$ cat src/logic/cpm_regs.svh
// register offsets, field positions, reset values and timing counts
// assumes a 32-bit apb slave decoding paddr[11:0], one word per register
`ifndef CPM_REGS_SVH
`define CPM_REGS_SVH
`define CPM_AW 12
`define CPM_OFF_CONFIG 12'h000
`define CPM_OFF_ONESHOT 12'h004
`define CPM_OFF_PEAKCFG 12'h008
`define CPM_OFF_STATUS 12'h00C
`define CPM_OFF_SENSE 12'h010
`define CPM_OFF_SOURCE 12'h014
`define CPM_OFF_TEMP 12'h018
`define CPM_OFF_POWER 12'h01C
`define CPM_CFG_MODE_LSB 0
`define CPM_CFG_COMP_BIT 2
`define CPM_CFG_LINK_BIT 3
`define CPM_PK_TH_LSB 0
`define CPM_PK_DUR_LSB 4
`define CPM_TH_OPEN 4'hF
`define CPM_DUR_OPEN 4'hF
`define CPM_TH_BASE_MV 8'h0A
`define CPM_TH_STEP_MV 8'h05
`define CPM_CLK_MHZ 125
`define CPM_TICK_US 1000
`define CPM_MS_CYC (`CPM_CLK_MHZ * `CPM_TICK_US)
`define CPM_FILTER_CYC 16
`define CPM_STRAP_WAIT 2'h2
`endif

$ cat src/logic/cpm_pkg.sv
// types shared by the power, peak and mode control block
// assumes the constants in cpm_regs.svh
package cpm_pkg;
   // operating modes, fully active is the reset default
   typedef enum logic [1:0] {
      CPM_ACTIVE = 2'h0,
      CPM_CUR_ONLY = 2'h1,
      CPM_TEMP_ONLY = 2'h2,
      CPM_STANDBY = 2'h3
   } cpm_mode_t;

   // peak detector states, one-hot
   typedef enum logic [4:0] {
      CPM_P_IDLE = 5'h01,
      CPM_P_RUN = 5'h02,
      CPM_P_HOLD = 5'h04,
      CPM_P_TRIP = 5'h08,
      CPM_P_TRIP_HOLD = 5'h10
   } cpm_peak_t;

   // whole state of the main module
   typedef struct packed {
      cpm_mode_t mode;
      logic alert_comp;
      logic peak_link;
      logic [3:0] th_idx;
      logic [3:0] dur_idx;
      logic [3:0] th_s1;
      logic [3:0] th_s2;
      logic [3:0] du_s1;
      logic [3:0] du_s2;
      logic [1:0] strap_cnt;
      logic pend_sense;
      logic pend_source;
      logic pend_temp;
      logic [10:0] sense;
      logic [10:0] source;
      logic [10:0] temp;
      logic pwr_upd;
      cpm_peak_t pstate;
      logic [15:0] filt_cnt;
      logic [16:0] ms_cnt;
      logic [12:0] dur_cnt;
      logic [31:0] prdata;
   } cpm_state_t;
endpackage : cpm_pkg

$ cat src/logic/cpm_pwr_if.sv
// carries stored readings to the power ratio unit and the ratio back
// assumes both ends on pclk
interface cpm_pwr_if;
   logic upd;
   logic [10:0] sense;
   logic [10:0] source;
   logic [15:0] ratio;
   modport req (output upd, output sense, output source, input ratio);
   modport calc (input upd, input sense, input source, output ratio);
endinterface : cpm_pwr_if

$ cat src/logic/cpm_ctrl.sv
// power ratio, peak detector and mode control with an apb register file
// assumes front-end results and peak samples arrive on pclk; straps are
// asynchronous pins; open-drain outputs are resolved outside
`include "cpm_regs.svh"

// What this block does
// - ratio is magnitude product, 16-bit left aligned
// - ratio refreshed on every new sense/source reading
// - code 65535 means full-scale power
// - over threshold starts timer; duration trips output
// - output and flag follow peak until it ends
// - peak drives alert only in comparator mode
// - timer resets only after filter interval below
// - peaks of either polarity are detected
// - peak detector independent of averaged conversions
// - threshold strap at power-up, host may overwrite
// - duration strap at power-up, host may overwrite
// - fully active converts all; one-shot ignored
// - current-only mode; one-shot updates temperature once
// - temperature-only mode; one-shot updates sense/source
// - standby stops updates, registers stay accessible
// - standby one-shot updates all, then back idle
// - sense result is signed 11-bit
// - source result is unsigned 11-bit
module cpm_ctrl #(
   parameter int MS_CYCLES = `CPM_MS_CYC,
   parameter int FILTER_CYCLES = `CPM_FILTER_CYC
) (
   input wire logic pclk,
   input wire logic presetn,
   input wire logic psel,
   input wire logic penable,
   input wire logic pwrite,
   input wire logic [31:0] paddr,
   input wire logic [31:0] pwdata,
   output logic [31:0] prdata,
   output logic pready,
   output logic pslverr,
   input wire logic [3:0] threshold_strap,
   input wire logic [3:0] duration_strap,
   input wire logic signed [7:0] peak_sample_mv,
   input wire logic [10:0] sense_data,
   input wire logic sense_valid,
   input wire logic [10:0] source_data,
   input wire logic source_valid,
   input wire logic [10:0] temp_data,
   input wire logic temp_valid,
   output logic vi_conv_en,
   output logic temp_conv_en,
   output logic vi_limit_chk,
   output logic temp_limit_chk,
   output logic crit_out_n_o,
   output logic crit_out_n_oe,
   output logic alert_n_o,
   output logic alert_n_oe
);
   localparam logic [16:0] MS_LAST = 17'(MS_CYCLES - 1);
   localparam logic [15:0] FILT_LAST = 16'(FILTER_CYCLES);
   // duration choices in ms
   localparam logic [12:0] DUR_MS [16] = '{
      13'h0001, 13'h0005, 13'h001A, 13'h0033, 13'h004D, 13'h0066,
      13'h0080, 13'h0100, 13'h0180, 13'h0200, 13'h0300, 13'h0400,
      13'h0600, 13'h0800, 13'h0C00, 13'h1000};

   cpm_pkg::cpm_state_t st_reg;
   cpm_pkg::cpm_state_t st_next;
   cpm_pwr_if pwr ();

   logic [`CPM_AW-1:0] addr;
   logic wr_acc;
   logic mapped;
   logic oneshot_wr;
   logic [7:0] peak_mag;
   logic [7:0] th_mv;
   logic over;
   logic running;
   logic ms_tick;
   logic dur_hit;
   logic tripped;
   logic vi_take;
   logic temp_take;
   logic sense_take;
   logic source_take;
   logic alert_drive;

   ////////////////////////////////////////////////////////////////////
   // apb decode; zero wait states, unmapped offsets answer with error
   assign addr = paddr[`CPM_AW-1:0];
   always_comb begin
      case (addr)
         `CPM_OFF_CONFIG, `CPM_OFF_ONESHOT, `CPM_OFF_PEAKCFG,
         `CPM_OFF_STATUS, `CPM_OFF_SENSE, `CPM_OFF_SOURCE,
         `CPM_OFF_TEMP, `CPM_OFF_POWER: mapped = 1'b1;
         default: mapped = 1'b0;
      endcase
   end
   assign pready = 1'b1;
   assign pslverr = psel & penable & ~mapped;
   assign wr_acc = psel & penable & pwrite;
   assign oneshot_wr = wr_acc && addr == `CPM_OFF_ONESHOT;
   assign prdata = st_reg.prdata;

   ////////////////////////////////////////////////////////////////////
   // peak comparison, works on the raw sample, not on averaged results
   assign peak_mag = peak_sample_mv[7] ? 8'(-peak_sample_mv)
                                       : 8'(peak_sample_mv);
   assign th_mv = `CPM_TH_BASE_MV
                  + 8'(st_reg.th_idx * `CPM_TH_STEP_MV);
   assign over = peak_mag > th_mv;
   assign tripped = st_reg.pstate == cpm_pkg::CPM_P_TRIP
                    || st_reg.pstate == cpm_pkg::CPM_P_TRIP_HOLD;
   assign running = st_reg.pstate == cpm_pkg::CPM_P_RUN
                    || st_reg.pstate == cpm_pkg::CPM_P_HOLD;
   assign ms_tick = running && st_reg.ms_cnt == MS_LAST;
   assign dur_hit = ms_tick
                    && st_reg.dur_cnt + 13'h0001 == DUR_MS[st_reg.dur_idx];

   // alert only follows a peak when comparator mode and linked
   assign alert_drive = tripped & st_reg.alert_comp
                        & st_reg.peak_link;
   assign crit_out_n_oe = tripped;
   assign crit_out_n_o = ~tripped;
   assign alert_n_oe = alert_drive;
   assign alert_n_o = ~alert_drive;

   ////////////////////////////////////////////////////////////////////
   // which results the current mode or a pending one-shot lets through
   always_comb begin
      vi_take = st_reg.mode == cpm_pkg::CPM_ACTIVE
                || st_reg.mode == cpm_pkg::CPM_CUR_ONLY;
      temp_take = st_reg.mode == cpm_pkg::CPM_ACTIVE
                  || st_reg.mode == cpm_pkg::CPM_TEMP_ONLY;
      sense_take = sense_valid & (vi_take | st_reg.pend_sense);
      source_take = source_valid & (vi_take | st_reg.pend_source);
      temp_take = temp_valid & (temp_take | st_reg.pend_temp);
   end
   assign vi_conv_en = vi_take | st_reg.pend_sense | st_reg.pend_source;
   assign temp_conv_en = st_reg.mode == cpm_pkg::CPM_ACTIVE
                         || st_reg.mode == cpm_pkg::CPM_TEMP_ONLY
                         || st_reg.pend_temp;
   // limit checks run only on results actually stored
   assign vi_limit_chk = sense_take | source_take;
   assign temp_limit_chk = temp_take;

   assign pwr.upd = st_reg.pwr_upd;
   assign pwr.sense = st_reg.sense;
   assign pwr.source = st_reg.source;

   cpm_power_calc u_power (
      .pclk(pclk),
      .presetn(presetn),
      .pwr(pwr)
   );

   ////////////////////////////////////////////////////////////////////
   // next state of the whole block
   always_comb begin
      st_next = st_reg;
      // straps: two flops, captured once shortly after reset release
      st_next.th_s1 = threshold_strap;
      st_next.th_s2 = st_reg.th_s1;
      st_next.du_s1 = duration_strap;
      st_next.du_s2 = st_reg.du_s1;
      if (st_reg.strap_cnt != `CPM_STRAP_WAIT + 2'h1)
         st_next.strap_cnt = st_reg.strap_cnt + 2'h1;
      if (st_reg.strap_cnt == `CPM_STRAP_WAIT) begin
         st_next.th_idx = st_reg.th_s2;
         st_next.dur_idx = st_reg.du_s2;
      end

      // register writes
      if (wr_acc && addr == `CPM_OFF_CONFIG) begin
         st_next.mode = cpm_pkg::cpm_mode_t'(
            pwdata[`CPM_CFG_MODE_LSB +: 2]);
         st_next.alert_comp = pwdata[`CPM_CFG_COMP_BIT];
         st_next.peak_link = pwdata[`CPM_CFG_LINK_BIT];
      end
      if (wr_acc && addr == `CPM_OFF_PEAKCFG) begin
         st_next.th_idx = pwdata[`CPM_PK_TH_LSB +: 4];
         st_next.dur_idx = pwdata[`CPM_PK_DUR_LSB +: 4];
      end

      // result storage; a pending one-shot clears once served
      if (sense_take) begin
         st_next.sense = sense_data;
         st_next.pend_sense = 1'b0;
      end
      if (source_take) begin
         st_next.source = source_data;
         st_next.pend_source = 1'b0;
      end
      if (temp_take) begin
         st_next.temp = temp_data;
         st_next.pend_temp = 1'b0;
      end
      st_next.pwr_upd = sense_take | source_take;

      // one-shot: set wins over a same-cycle clear
      if (oneshot_wr) begin
         case (st_reg.mode)
            cpm_pkg::CPM_CUR_ONLY: st_next.pend_temp = 1'b1;
            cpm_pkg::CPM_TEMP_ONLY: begin
               st_next.pend_sense = 1'b1;
               st_next.pend_source = 1'b1;
            end
            cpm_pkg::CPM_STANDBY: begin
               st_next.pend_sense = 1'b1;
               st_next.pend_source = 1'b1;
               st_next.pend_temp = 1'b1;
            end
            default: ; // fully active ignores the write
         endcase
      end

      // duration timer runs while a peak is in progress
      if (running) begin
         st_next.ms_cnt = ms_tick ? 17'h00000 : st_reg.ms_cnt + 17'h00001;
         if (ms_tick)
            st_next.dur_cnt = st_reg.dur_cnt + 13'h0001;
      end

      // peak detector
      case (st_reg.pstate)
         cpm_pkg::CPM_P_IDLE: begin
            st_next.ms_cnt = 17'h00000;
            st_next.dur_cnt = 13'h0000;
            if (over)
               st_next.pstate = cpm_pkg::CPM_P_RUN;
         end
         cpm_pkg::CPM_P_RUN: begin
            if (dur_hit)
               st_next.pstate = over ? cpm_pkg::CPM_P_TRIP
                                     : cpm_pkg::CPM_P_TRIP_HOLD;
            else if (!over) begin
               st_next.pstate = cpm_pkg::CPM_P_HOLD;
               st_next.filt_cnt = 16'h0001;
            end
         end
         cpm_pkg::CPM_P_HOLD: begin
            if (dur_hit)
               st_next.pstate = over ? cpm_pkg::CPM_P_TRIP
                                     : cpm_pkg::CPM_P_TRIP_HOLD;
            else if (over)
               st_next.pstate = cpm_pkg::CPM_P_RUN;
            else if (st_reg.filt_cnt >= FILT_LAST)
               st_next.pstate = cpm_pkg::CPM_P_IDLE;
            else
               st_next.filt_cnt = st_reg.filt_cnt + 16'h0001;
         end
         cpm_pkg::CPM_P_TRIP: begin
            st_next.ms_cnt = 17'h00000;
            if (!over) begin
               st_next.pstate = cpm_pkg::CPM_P_TRIP_HOLD;
               st_next.filt_cnt = 16'h0001;
            end
         end
         cpm_pkg::CPM_P_TRIP_HOLD: begin
            st_next.ms_cnt = 17'h00000;
            if (over)
               st_next.pstate = cpm_pkg::CPM_P_TRIP;
            else if (st_reg.filt_cnt >= FILT_LAST)
               st_next.pstate = cpm_pkg::CPM_P_IDLE;
            else
               st_next.filt_cnt = st_reg.filt_cnt + 16'h0001;
         end
         default: st_next.pstate = cpm_pkg::CPM_P_IDLE;
      endcase

      // read data captured in the setup phase
      if (psel && !penable) begin
         case (addr)
            `CPM_OFF_CONFIG: st_next.prdata = {28'h0000000,
               st_reg.peak_link, st_reg.alert_comp, st_reg.mode};
            `CPM_OFF_PEAKCFG: st_next.prdata = {24'h000000,
               st_reg.dur_idx, st_reg.th_idx};
            `CPM_OFF_STATUS: st_next.prdata = {28'h0000000,
               st_reg.pend_temp, st_reg.pend_source, st_reg.pend_sense,
               tripped};
            `CPM_OFF_SENSE: st_next.prdata = {21'h000000, st_reg.sense};
            `CPM_OFF_SOURCE: st_next.prdata = {21'h000000, st_reg.source};
            `CPM_OFF_TEMP: st_next.prdata = {21'h000000, st_reg.temp};
            `CPM_OFF_POWER: st_next.prdata = {16'h0000, pwr.ratio};
            default: st_next.prdata = 32'h00000000;
         endcase
      end
   end

   ////////////////////////////////////////////////////////////////////
   // state register; straps default to the open code until captured
   always_ff @(posedge pclk or negedge presetn) begin
      if (!presetn) begin
         st_reg <= '0;
         st_reg.mode <= cpm_pkg::CPM_ACTIVE;
         st_reg.th_idx <= `CPM_TH_OPEN;
         st_reg.dur_idx <= `CPM_DUR_OPEN;
         st_reg.pstate <= cpm_pkg::CPM_P_IDLE;
      end else begin
         st_reg <= st_next;
      end
   end
endmodule : cpm_ctrl

$ cat src/logic/cpm_power_calc.sv
// power ratio unit: magnitude product, left aligned to 16 bits
// assumes upd is a one-cycle pulse after a reading was stored
module cpm_power_calc (
   input wire logic pclk,
   input wire logic presetn,
   cpm_pwr_if.calc pwr
);
   logic [10:0] mag;
   logic [21:0] prod;
   logic [15:0] ratio_reg;
   logic [15:0] ratio_next;

   // magnitude of the signed sense code; -1024 fits in 11 bits
   always_comb begin
      mag = pwr.sense[10] ? 11'(-pwr.sense) : pwr.sense;
      prod = {11'h000, mag} * {11'h000, pwr.source};
      // top 16 of 21 bits; 1024 x 2048 would be full scale, so clip
      if (prod[21])
         ratio_next = 16'hFFFF;
      else
         ratio_next = pwr.upd ? prod[20:5] : ratio_reg;
   end

   always_ff @(posedge pclk or negedge presetn) begin
      if (!presetn)
         ratio_reg <= 16'h0000;
      else
         ratio_reg <= ratio_next;
   end

   assign pwr.ratio = ratio_reg;
endmodule : cpm_power_calc

$ cat config.mk
export PLATFORM = sky130hd
export DESIGN_NAME = cpm_ctrl
export DESIGN_NICKNAME = d
export VERILOG_FILES = /design/src/logic/cpm_pkg.sv /design/src/logic/cpm_pwr_if.sv /design/src/logic/cpm_ctrl.sv /design/src/logic/cpm_power_calc.sv
export VERILOG_INCLUDE_DIRS = /design/src /design/src/logic
export SDC_FILE = /design/constraint.sdc
export NUM_CORES = 1
export LEC_CHECK = 0
export ABC_AREA = 1
export BUFFER_PORTS_ARGS = -buffer_cell sky130_fd_sc_hd__buf_2
export CORE_ASPECT_RATIO = 1.2
export CORE_MARGIN = 4
export CORE_UTILIZATION = 29
export DETAILED_ROUTE_END_ITERATION = 8
export GPL_TIMING_DRIVEN = 0
export PLACE_DENSITY = 0.58
export SYNTH_ARGS = -nofsm -noshare
export SYNTH_HDL_FRONTEND = slang
export SYNTH_SLANG_ARGS = --single-unit
export TNS_END_PERCENT = 10
$ cat constraint.sdc
create_clock -name pclk -period 7.45 [get_ports pclk]
set_clock_uncertainty 0.2 [all_clocks]
set_input_delay 0 -clock pclk [delete_from_list [all_inputs] [get_ports pclk]]
set_output_delay 0 -clock pclk [all_outputs]
set_load 0.005 [all_outputs]
==> flow_summary.rst, run 1 <==
.. list-table::
   :header-rows: 1

   * - Metric
     - Value
   * - Syn-to-layout area delta
     - 21.2%
   * - Final sum of negative setup slack
     - 0 ns
   * - Number of cells in the finished layout apart from fillers
     - 2398
   * - Relative slew slack
     - 35.0%
   * - Floorplan die area
     - 46100 um^2
   * - Peak supply drop
     - 0.000456 V
   * - CTS Buf Count
     - 17
   * - Horiz. Die Dim
     - 197 um
   * - Sequential cell area
     - 3760 um^2
   * - Hold Path Class
     - input pin to flip-flop
   * - Biggest fanout along the worst timing path
     - 10
   * - DRC Markers
     - 0
   * - Fin crit period
     - 6.84 ns
   * - Post-DRT Antenna Nets
     - 0
   * - Worst hold path stage count
     - 2
   * - Sw Share
     - 50.7%
   * - Area of the multi-input gates
     - 7160 um^2
   * - Status
     - complete, no violations
   * - Prevailing post-synth register cell
     - dfrtp_1
   * - RSZ-0062 raised after global routing
     - false
   * - Cell area after placement
     - 13700 um^2
   * - Worst stage delay on the critical path
     - 0.56 ns
   * - Antenna violations before repair
     - 0
   * - CTS sink count
     - 150
   * - Count of fill cells added during filler insertion
     - 4405
   * - Endpoint arrival time on the critical path
     - 6.96 ns
   * - Register-to-register path setup slack
     - 0.61 ns
   * - Violation count after the first detailed-routing iteration
     - 633
   * - CTS clk-pin slew, worst paths
     - 0.07 ns
   * - R2r endpoint
     - u_power.pwr.ratio[13]
   * - Clock network power share
     - 14.0%
   * - CTS tree
     - built
   * - Slew at the pin closest to its max-slew limit
     - 0.968 ns
   * - Pin count of the biggest net entering global routing
     - 89
   * - Number of cells in the design after placement
     - 2289
   * - Max FFs per register
     - 87
   * - Fraction of registers with async set/reset
     - 100%
   * - Number of enable flip-flop cells after synthesis
     - 0
   * - Cell variety after synth
     - 50
   * - 1st-pass router iterations
     - 6
   * - Starting density of the core
     - 29.5%
   * - Worst flop-to-flop path startpoint
     - pwr.sense[0]
   * - Synthesis Warnings
     - 0
   * - Cell at the slowest stage of the critical path
     - fa_1
   * - Design internal power
     - 2930 uW
   * - Final-report hold violation count
     - 0
   * - DP Wirelength
     - 29300 um
   * - Most frequent standard cell in the layout excluding fill and tap cells
     - nand2_1
   * - Max-slew violations
     - 0
   * - Proportion of layout cells with a drive suffix above 1
     - 11.8%
   * - Type of destination of the critical path
     - flip-flop
   * - Max Fclk
     - 146 MHz
   * - Mapped Cells
     - 1626
   * - Count of antenna diodes in the layout
     - 0
   * - IO Count
     - 163
   * - CTS root buffer
     - clkbuf_16
   * - Required time reported for the critical path endpoint
     - 7.57 ns
   * - Final Net Count
     - 2122
   * - Hold-critical path endpoint
     - st_next[123]
   * - Setup Crit Path Kind
     - flip-flop to flip-flop
   * - Switch Pwr
     - 3020 uW
   * - Max clock buf depth
     - 2
   * - Hold Path Origin
     - duration_strap[1]
   * - Number of setup violations in the final report
     - 0
   * - Total number of placement rows
     - 82
   * - Register share of total power
     - 16.8%
   * - Die outline height
     - 234 um
   * - Number of buffer cells added on primary ports
     - 101
   * - Number of global-route vias before repair
     - 11700
   * - Average detailed-routed wire length per instance
     - 15.3 um
   * - H-tree Lvls
     - 4
   * - Cells on worst reg2reg path
     - 30
   * - Final weighted congestion of routability-driven global placement
     - 0.897
   * - Routed via count divided by cell count
     - 4.73
   * - Sort of element at the start of the critical path
     - flip-flop
   * - Post-synthesis sequential element count
     - 150
   * - Worst setup startpoint
     - pwr.sense[0]
   * - Final Cycle Share
     - 91.8%
   * - First-pass GRT wire length
     - 60200 um
   * - Grt ovf
     - 0
   * - Areal power density over the cells
     - 397 nW/um^2
   * - Share of the yosys chip area belonging to registers
     - 30.4%
   * - Core ar.
     - 42000 um^2
   * - Tot GR Track Use
     - 16.3%
   * - Synth Cell Area
     - 12400 um^2
   * - Count of max-cap constraint violations
     - 0
   * - Leading cell types in the layout, fill and taps excluded
     - nand2_1 (332), inv_1 (294), nor2_1 (186)
   * - Total number of vias
     - 11300
   * - Pleak
     - 0.00787 uW
   * - Clock latency of the later-clocked register in the worst-skew pair
     - 0.45 ns
   * - Portion of total power attributed to combinational logic
     - 69.2%
   * - Area of all placed cells without fillers
     - 15000 um^2
   * - Overall routed net length
     - 36600 um
   * - Average footprint of a synthesized cell
     - 7.62 um^2
[worst max-delay path by stage]
stage / to / slack, ns
after floorplan: u_power.pwr.ratio[13] / 1.55
after global placement: u_power.pwr.ratio[13] / 0.41
after detailed placement: u_power.pwr.ratio[13] / 0.41
after CTS: u_power.pwr.ratio[13] / 0.37
after global routing: u_power.pwr.ratio[15] / 0.02
final: u_power.pwr.ratio[13] / 0.61
[worst max-delay path: cells and delay by family, from the launching register on]
kind,cells,cell delay [ns]
AO/OA/AOI/OAI,2,0.33
adder cells (fa/ha/maj),7,3.19
buffers and inverters,9,1.15
flip-flops,1,0.44
AND/OR/NAND/NOR,12,1.40
[cell usage after synthesis, types with 13 or more instances]
cell type / count / area (um^2)
nand2_1: 332 / 1250
inv_1: 294 / 1100
nor2_1: 186 / 698
dfrtp_1: 141 / 3530
nand3_1: 101 / 505
ha_1: 82 / 1030
fa_1: 80 / 1600
o21ai_0: 73 / 365
a21oi_1: 63 / 315
o22ai_1: 38 / 238
buf_4: 33 / 248
nand4_1: 32 / 200
nor3_1: 23 / 115
clkbuf_1: 22 / 82.6
xor2_1: 14 / 123
nor2_2: 13 / 81.3
[what timing repair did]
item / CTS / global route
hold buffers: 76 / 0
buffers inserted: 0 / 1
endpoints found under the hold margin: 202 / 0
resized for setup: 0 / 2
setup endpoints to repair: 0 / 12
[logic make-up (layout without fill, tap and decap cells)]
logic type	count (synthesis)	count (layout)	synth area share (%)
muxes	3	3	0.273
xor gates and xnor gates	22	22	1.56
buffers and inverters	366	577	12.3
other	2	17	0.0606
DFF	150	150	30.4
adders and majority gates	162	162	21.2
and+or+nand+nor	711	711	24.6
AOI/OAI and AO/OA	210	210	9.64
[metrics by stage]
stage	setup WS [ns]	total power [uW]	hold WS (ns)	util [%]
after floorplan	1.55	4090	-0.496	-
after global placement	0.406	5060	-0.0876	32.5
after detailed placement	0.414	5110	-0.152	32.6
after CTS	0.371	6010	0.00269	35.7
after global routing	0.0195	6710	0.0246	35.8
final	0.610	5960	0.0314	35.8
[area by class of cell]
type | instances | area share, %
Sequential cell | 150 | 25.1
Clock buffer | 21 | 3.14
Tap cell | 546 | 4.55
Timing Repair Buffer | 179 | 8.83
Buffer | 62 | 2.51
Multi-Input combinational cell | 1125 | 47.7
Clock inverter | 11 | 0.584
Inverter | 304 | 7.60
[per-layer routing]
| metal | wire length (um) | track usage, % | vias to the layer above |
|---|---|---|---|
| met4 | 1520 | 7.04 | 0 |
| li1 | - | - | 5527 |
| met1 | 15300 | 19.7 | 5428 |
| met5 | 0 | 0 | - |
| met3 | 1790 | 2.76 | 66 |
| met2 | 18000 | 28.7 | 311 |
[power by group through the flow]
| stage | Combinational (uW) | Sequential (uW) | Clock, uW |
|---|---|---|---|
| after global placement | 4040 | 1020 | 0 |
| final | 4120 | 1000 | 834 |
| after CTS | 4160 | 1000 | 853 |
| after floorplan | 3090 | 996 | 0 |
| after detailed placement | 4100 | 1020 | 0 |
| after global routing | 4820 | 1010 | 879 |
Note: power is estimated with default switching activity, not from simulation.
==> inputs of run 2 (changes only) <==
==> constraint.sdc (replaced) <==
create_clock -name pclk -period 6.8 [get_ports pclk]
set_clock_uncertainty 0.2 [all_clocks]
set_input_delay 0 -clock pclk [delete_from_list [all_inputs] [get_ports pclk]]
set_output_delay 0 -clock pclk [all_outputs]
set_load 0.005 [all_outputs]
==> run 2 against run 1 <==
Net effect:
- maximum frequency rose by 7.4%
- clock power up 9.4%
- combinational power increased by 13%
- critical path depth grew 1
- flip-flop and latch count is the same
- sequential power up 10%
- die area stayed put
- worst hold slack better by 0.0019 ns
- global-route usage unchanged
- count of clock-buffer cells in the layout did not move
- critical endpoint unchanged
- largest power group unchanged
==> flow_summary.rst, run 2 (synthesis gave the netlist of run 1 again) <==
.. list-table::
   :header-rows: 1

   * - Metric
     - Value
   * - Status
     - complete, no violations
   * - First-pass GRT wire length
     - 60200 um
   * - Endpoint arrival time on the critical path
     - 6.50 ns
   * - Post-DRT Antenna Nets
     - 0
   * - Setup slack of the critical path after layout
     - 0.432 ns
   * - Violation count after the first detailed-routing iteration
     - 610
   * - Max-slew violations
     - 0
   * - CTS tree
     - built
   * - DP Wirelength
     - 29300 um
   * - Final Net Count
     - 2123
   * - Relative slew slack
     - 34.5%
   * - Max FFs per register
     - 87
   * - Pin count of the biggest net entering global routing
     - 89
   * - Met2 Usage GRT
     - 28.8%
   * - Overall routed net length
     - 36800 um
   * - Number of setup violations in the final report
     - 0
   * - Sequential cell area
     - 3760 um^2
   * - IO Count
     - 163
   * - Total number of vias
     - 11400
   * - Count of max-cap constraint violations
     - 0
   * - Total power of the final layout
     - 6680 uW
   * - Areal power density over the cells
     - 443 nW/um^2
   * - Cell area after placement
     - 13700 um^2
   * - Peak supply drop
     - 0.000544 V
   * - Worst Path Buf+Inv
     - 9
   * - Register-to-register path setup slack
     - 0.43 ns
   * - Final-report hold violation count
     - 0
   * - Routed via count divided by cell count
     - 4.76
   * - Number of cells in the design after placement
     - 2289
   * - Cells on worst reg2reg path
     - 31
   * - H-tree Lvls
     - 4
   * - Pre-CTS setup slack
     - -0.236 ns
   * - Average detailed-routed wire length per instance
     - 15.3 um
   * - CTS sink count
     - 150
   * - Leading cell types in the layout, fill and taps excluded
     - nand2_1 (331), inv_1 (293), nor2_1 (184)
   * - Met3 global-route usage
     - 2.73%
   * - Grt ovf
     - 0
   * - Max clock buf depth
     - 2
   * - 1st-pass router iterations
     - 6
   * - Setup Crit Path Kind
     - flip-flop to flip-flop
   * - Die outline height
     - 234 um
   * - Fin crit period
     - 6.37 ns
   * - Syn-to-layout area delta
     - 21.7%
   * - Floorplan die area
     - 46100 um^2
   * - Starting density of the core
     - 29.5%
   * - Crit path max-delay family
     - adder cells
   * - Count of fill cells added during filler insertion
     - 4402
   * - Most frequent CP cell
     - nand2_1
   * - Final Cycle Share
     - 93.7%
   * - CTS root buffer
     - clkbuf_16
   * - Final sum of negative setup slack
     - 0 ns
   * - Number of cells in the finished layout apart from fillers
     - 2399
   * - Type of destination of the critical path
     - flip-flop
   * - Core ar.
     - 42000 um^2
   * - Tot GR Track Use
     - 16.3%
   * - Number of buffer cells added on primary ports
     - 101
   * - DRC Markers
     - 0
   * - RSZ-0062 raised after global routing
     - false
   * - Area of all placed cells without fillers
     - 15100 um^2
   * - Hold Path Origin
     - duration_strap[1]
   * - Global route hottest layer
     - met2
   * - Worst flop-to-flop path startpoint
     - pwr.sense[0]
   * - Antenna violations before repair
     - 0
   * - Horiz. Die Dim
     - 197 um
   * - Area of the multi-input gates
     - 7210 um^2
   * - Hold Path Class
     - input pin to flip-flop
   * - Slew at the pin closest to its max-slew limit
     - 0.975 ns
   * - Sort of element at the start of the critical path
     - flip-flop
   * - Met1 Use GR
     - 19.8%
   * - Most frequent standard cell in the layout excluding fill and tap cells
     - nand2_1
   * - Biggest fanout along the worst timing path
     - 10
   * - Worst stage delay on the critical path
     - 0.56 ns
   * - Count of antenna diodes in the layout
     - 0
   * - Hold-critical path endpoint
     - st_next[123]
   * - Final weighted congestion of routability-driven global placement
     - 0.897
   * - Number of global-route vias before repair
     - 11700
   * - Required time reported for the critical path endpoint
     - 6.93 ns
   * - Cell at the slowest stage of the critical path
     - fa_1
   * - Worst hold path stage count
     - 2
   * - Max Fclk
     - 157 MHz
   * - Proportion of layout cells with a drive suffix above 1
     - 12.5%
   * - CTS clk-pin slew, worst paths
     - 0.07 ns
   * - Clock latency of the later-clocked register in the worst-skew pair
     - 0.45 ns
   * - CTS Buf Count
     - 17
   * - R2r endpoint
     - u_power.pwr.ratio[13]
   * - Pleak
     - 0.00788 uW
   * - Total number of placement rows
     - 82
## run 2: cell types whose count changed in the layout (fill, tap and decap cells not counted), sizes merged
cell  previous run  this run
buf            144       145
## run 2: stage by stage
step / utilization (%) / hold slack, ns
6_report: 35.9 / 0.0332
5_1_grt: 35.9 / 0.0246
4_1_cts: 35.8 / 0.00269
2_1_floorplan: - / -0.496
3_5_place_dp: 32.6 / -0.152
3_3_place_gp: 32.5 / -0.0876
## run 2: final cells by class
cell class                 count  area share (%)
buffer                        62            2.56
clock inverter                11           0.581
inverter                     304            7.57
sequential                   150            25.0
multi-input combinational   1125            47.8
timing repair buffer         180            8.84
clock buffer                  21            3.12
tap                          546            4.53
## run 2: power by group
part / switching (uW) / internal, uW
clock: 412 / 501
sequential: 65.2 / 1030
combinational: 2920 / 1750
total: 3390 / 3280
## run 2: worst max-delay path by stage
stage	from	cells past startpoint	end	slack (ns)
3_5_place_dp	pwr.sense[0]	28	u_power.pwr.ratio[13]	-0.24
3_3_place_gp	pwr.sense[0]	28	u_power.pwr.ratio[13]	-0.24
6_report	pwr.sense[0]	31	u_power.pwr.ratio[13]	0.43
2_1_floorplan	pwr.sense[0]	28	u_power.pwr.ratio[13]	0.90
4_1_cts	pwr.sense[0]	30	u_power.pwr.ratio[13]	0.02
5_1_grt	pwr.sense[0]	30	u_power.pwr.ratio[15]	0.03
## run 2: layer usage
layer	wire length, um	vias up
met3	1660	72
li1	-	5533
met1	15300	5520
met5	0	-
met2	18300	290
met4	1490	0
## run 2: repair_timing
item	4_1_cts	5_1_grt
resized for setup	2	23
setup buffers	1	1
hold buffers	76	0
hold endpoints to repair	202	0
pin swaps	0	2
endpoints found under the setup margin	12	16
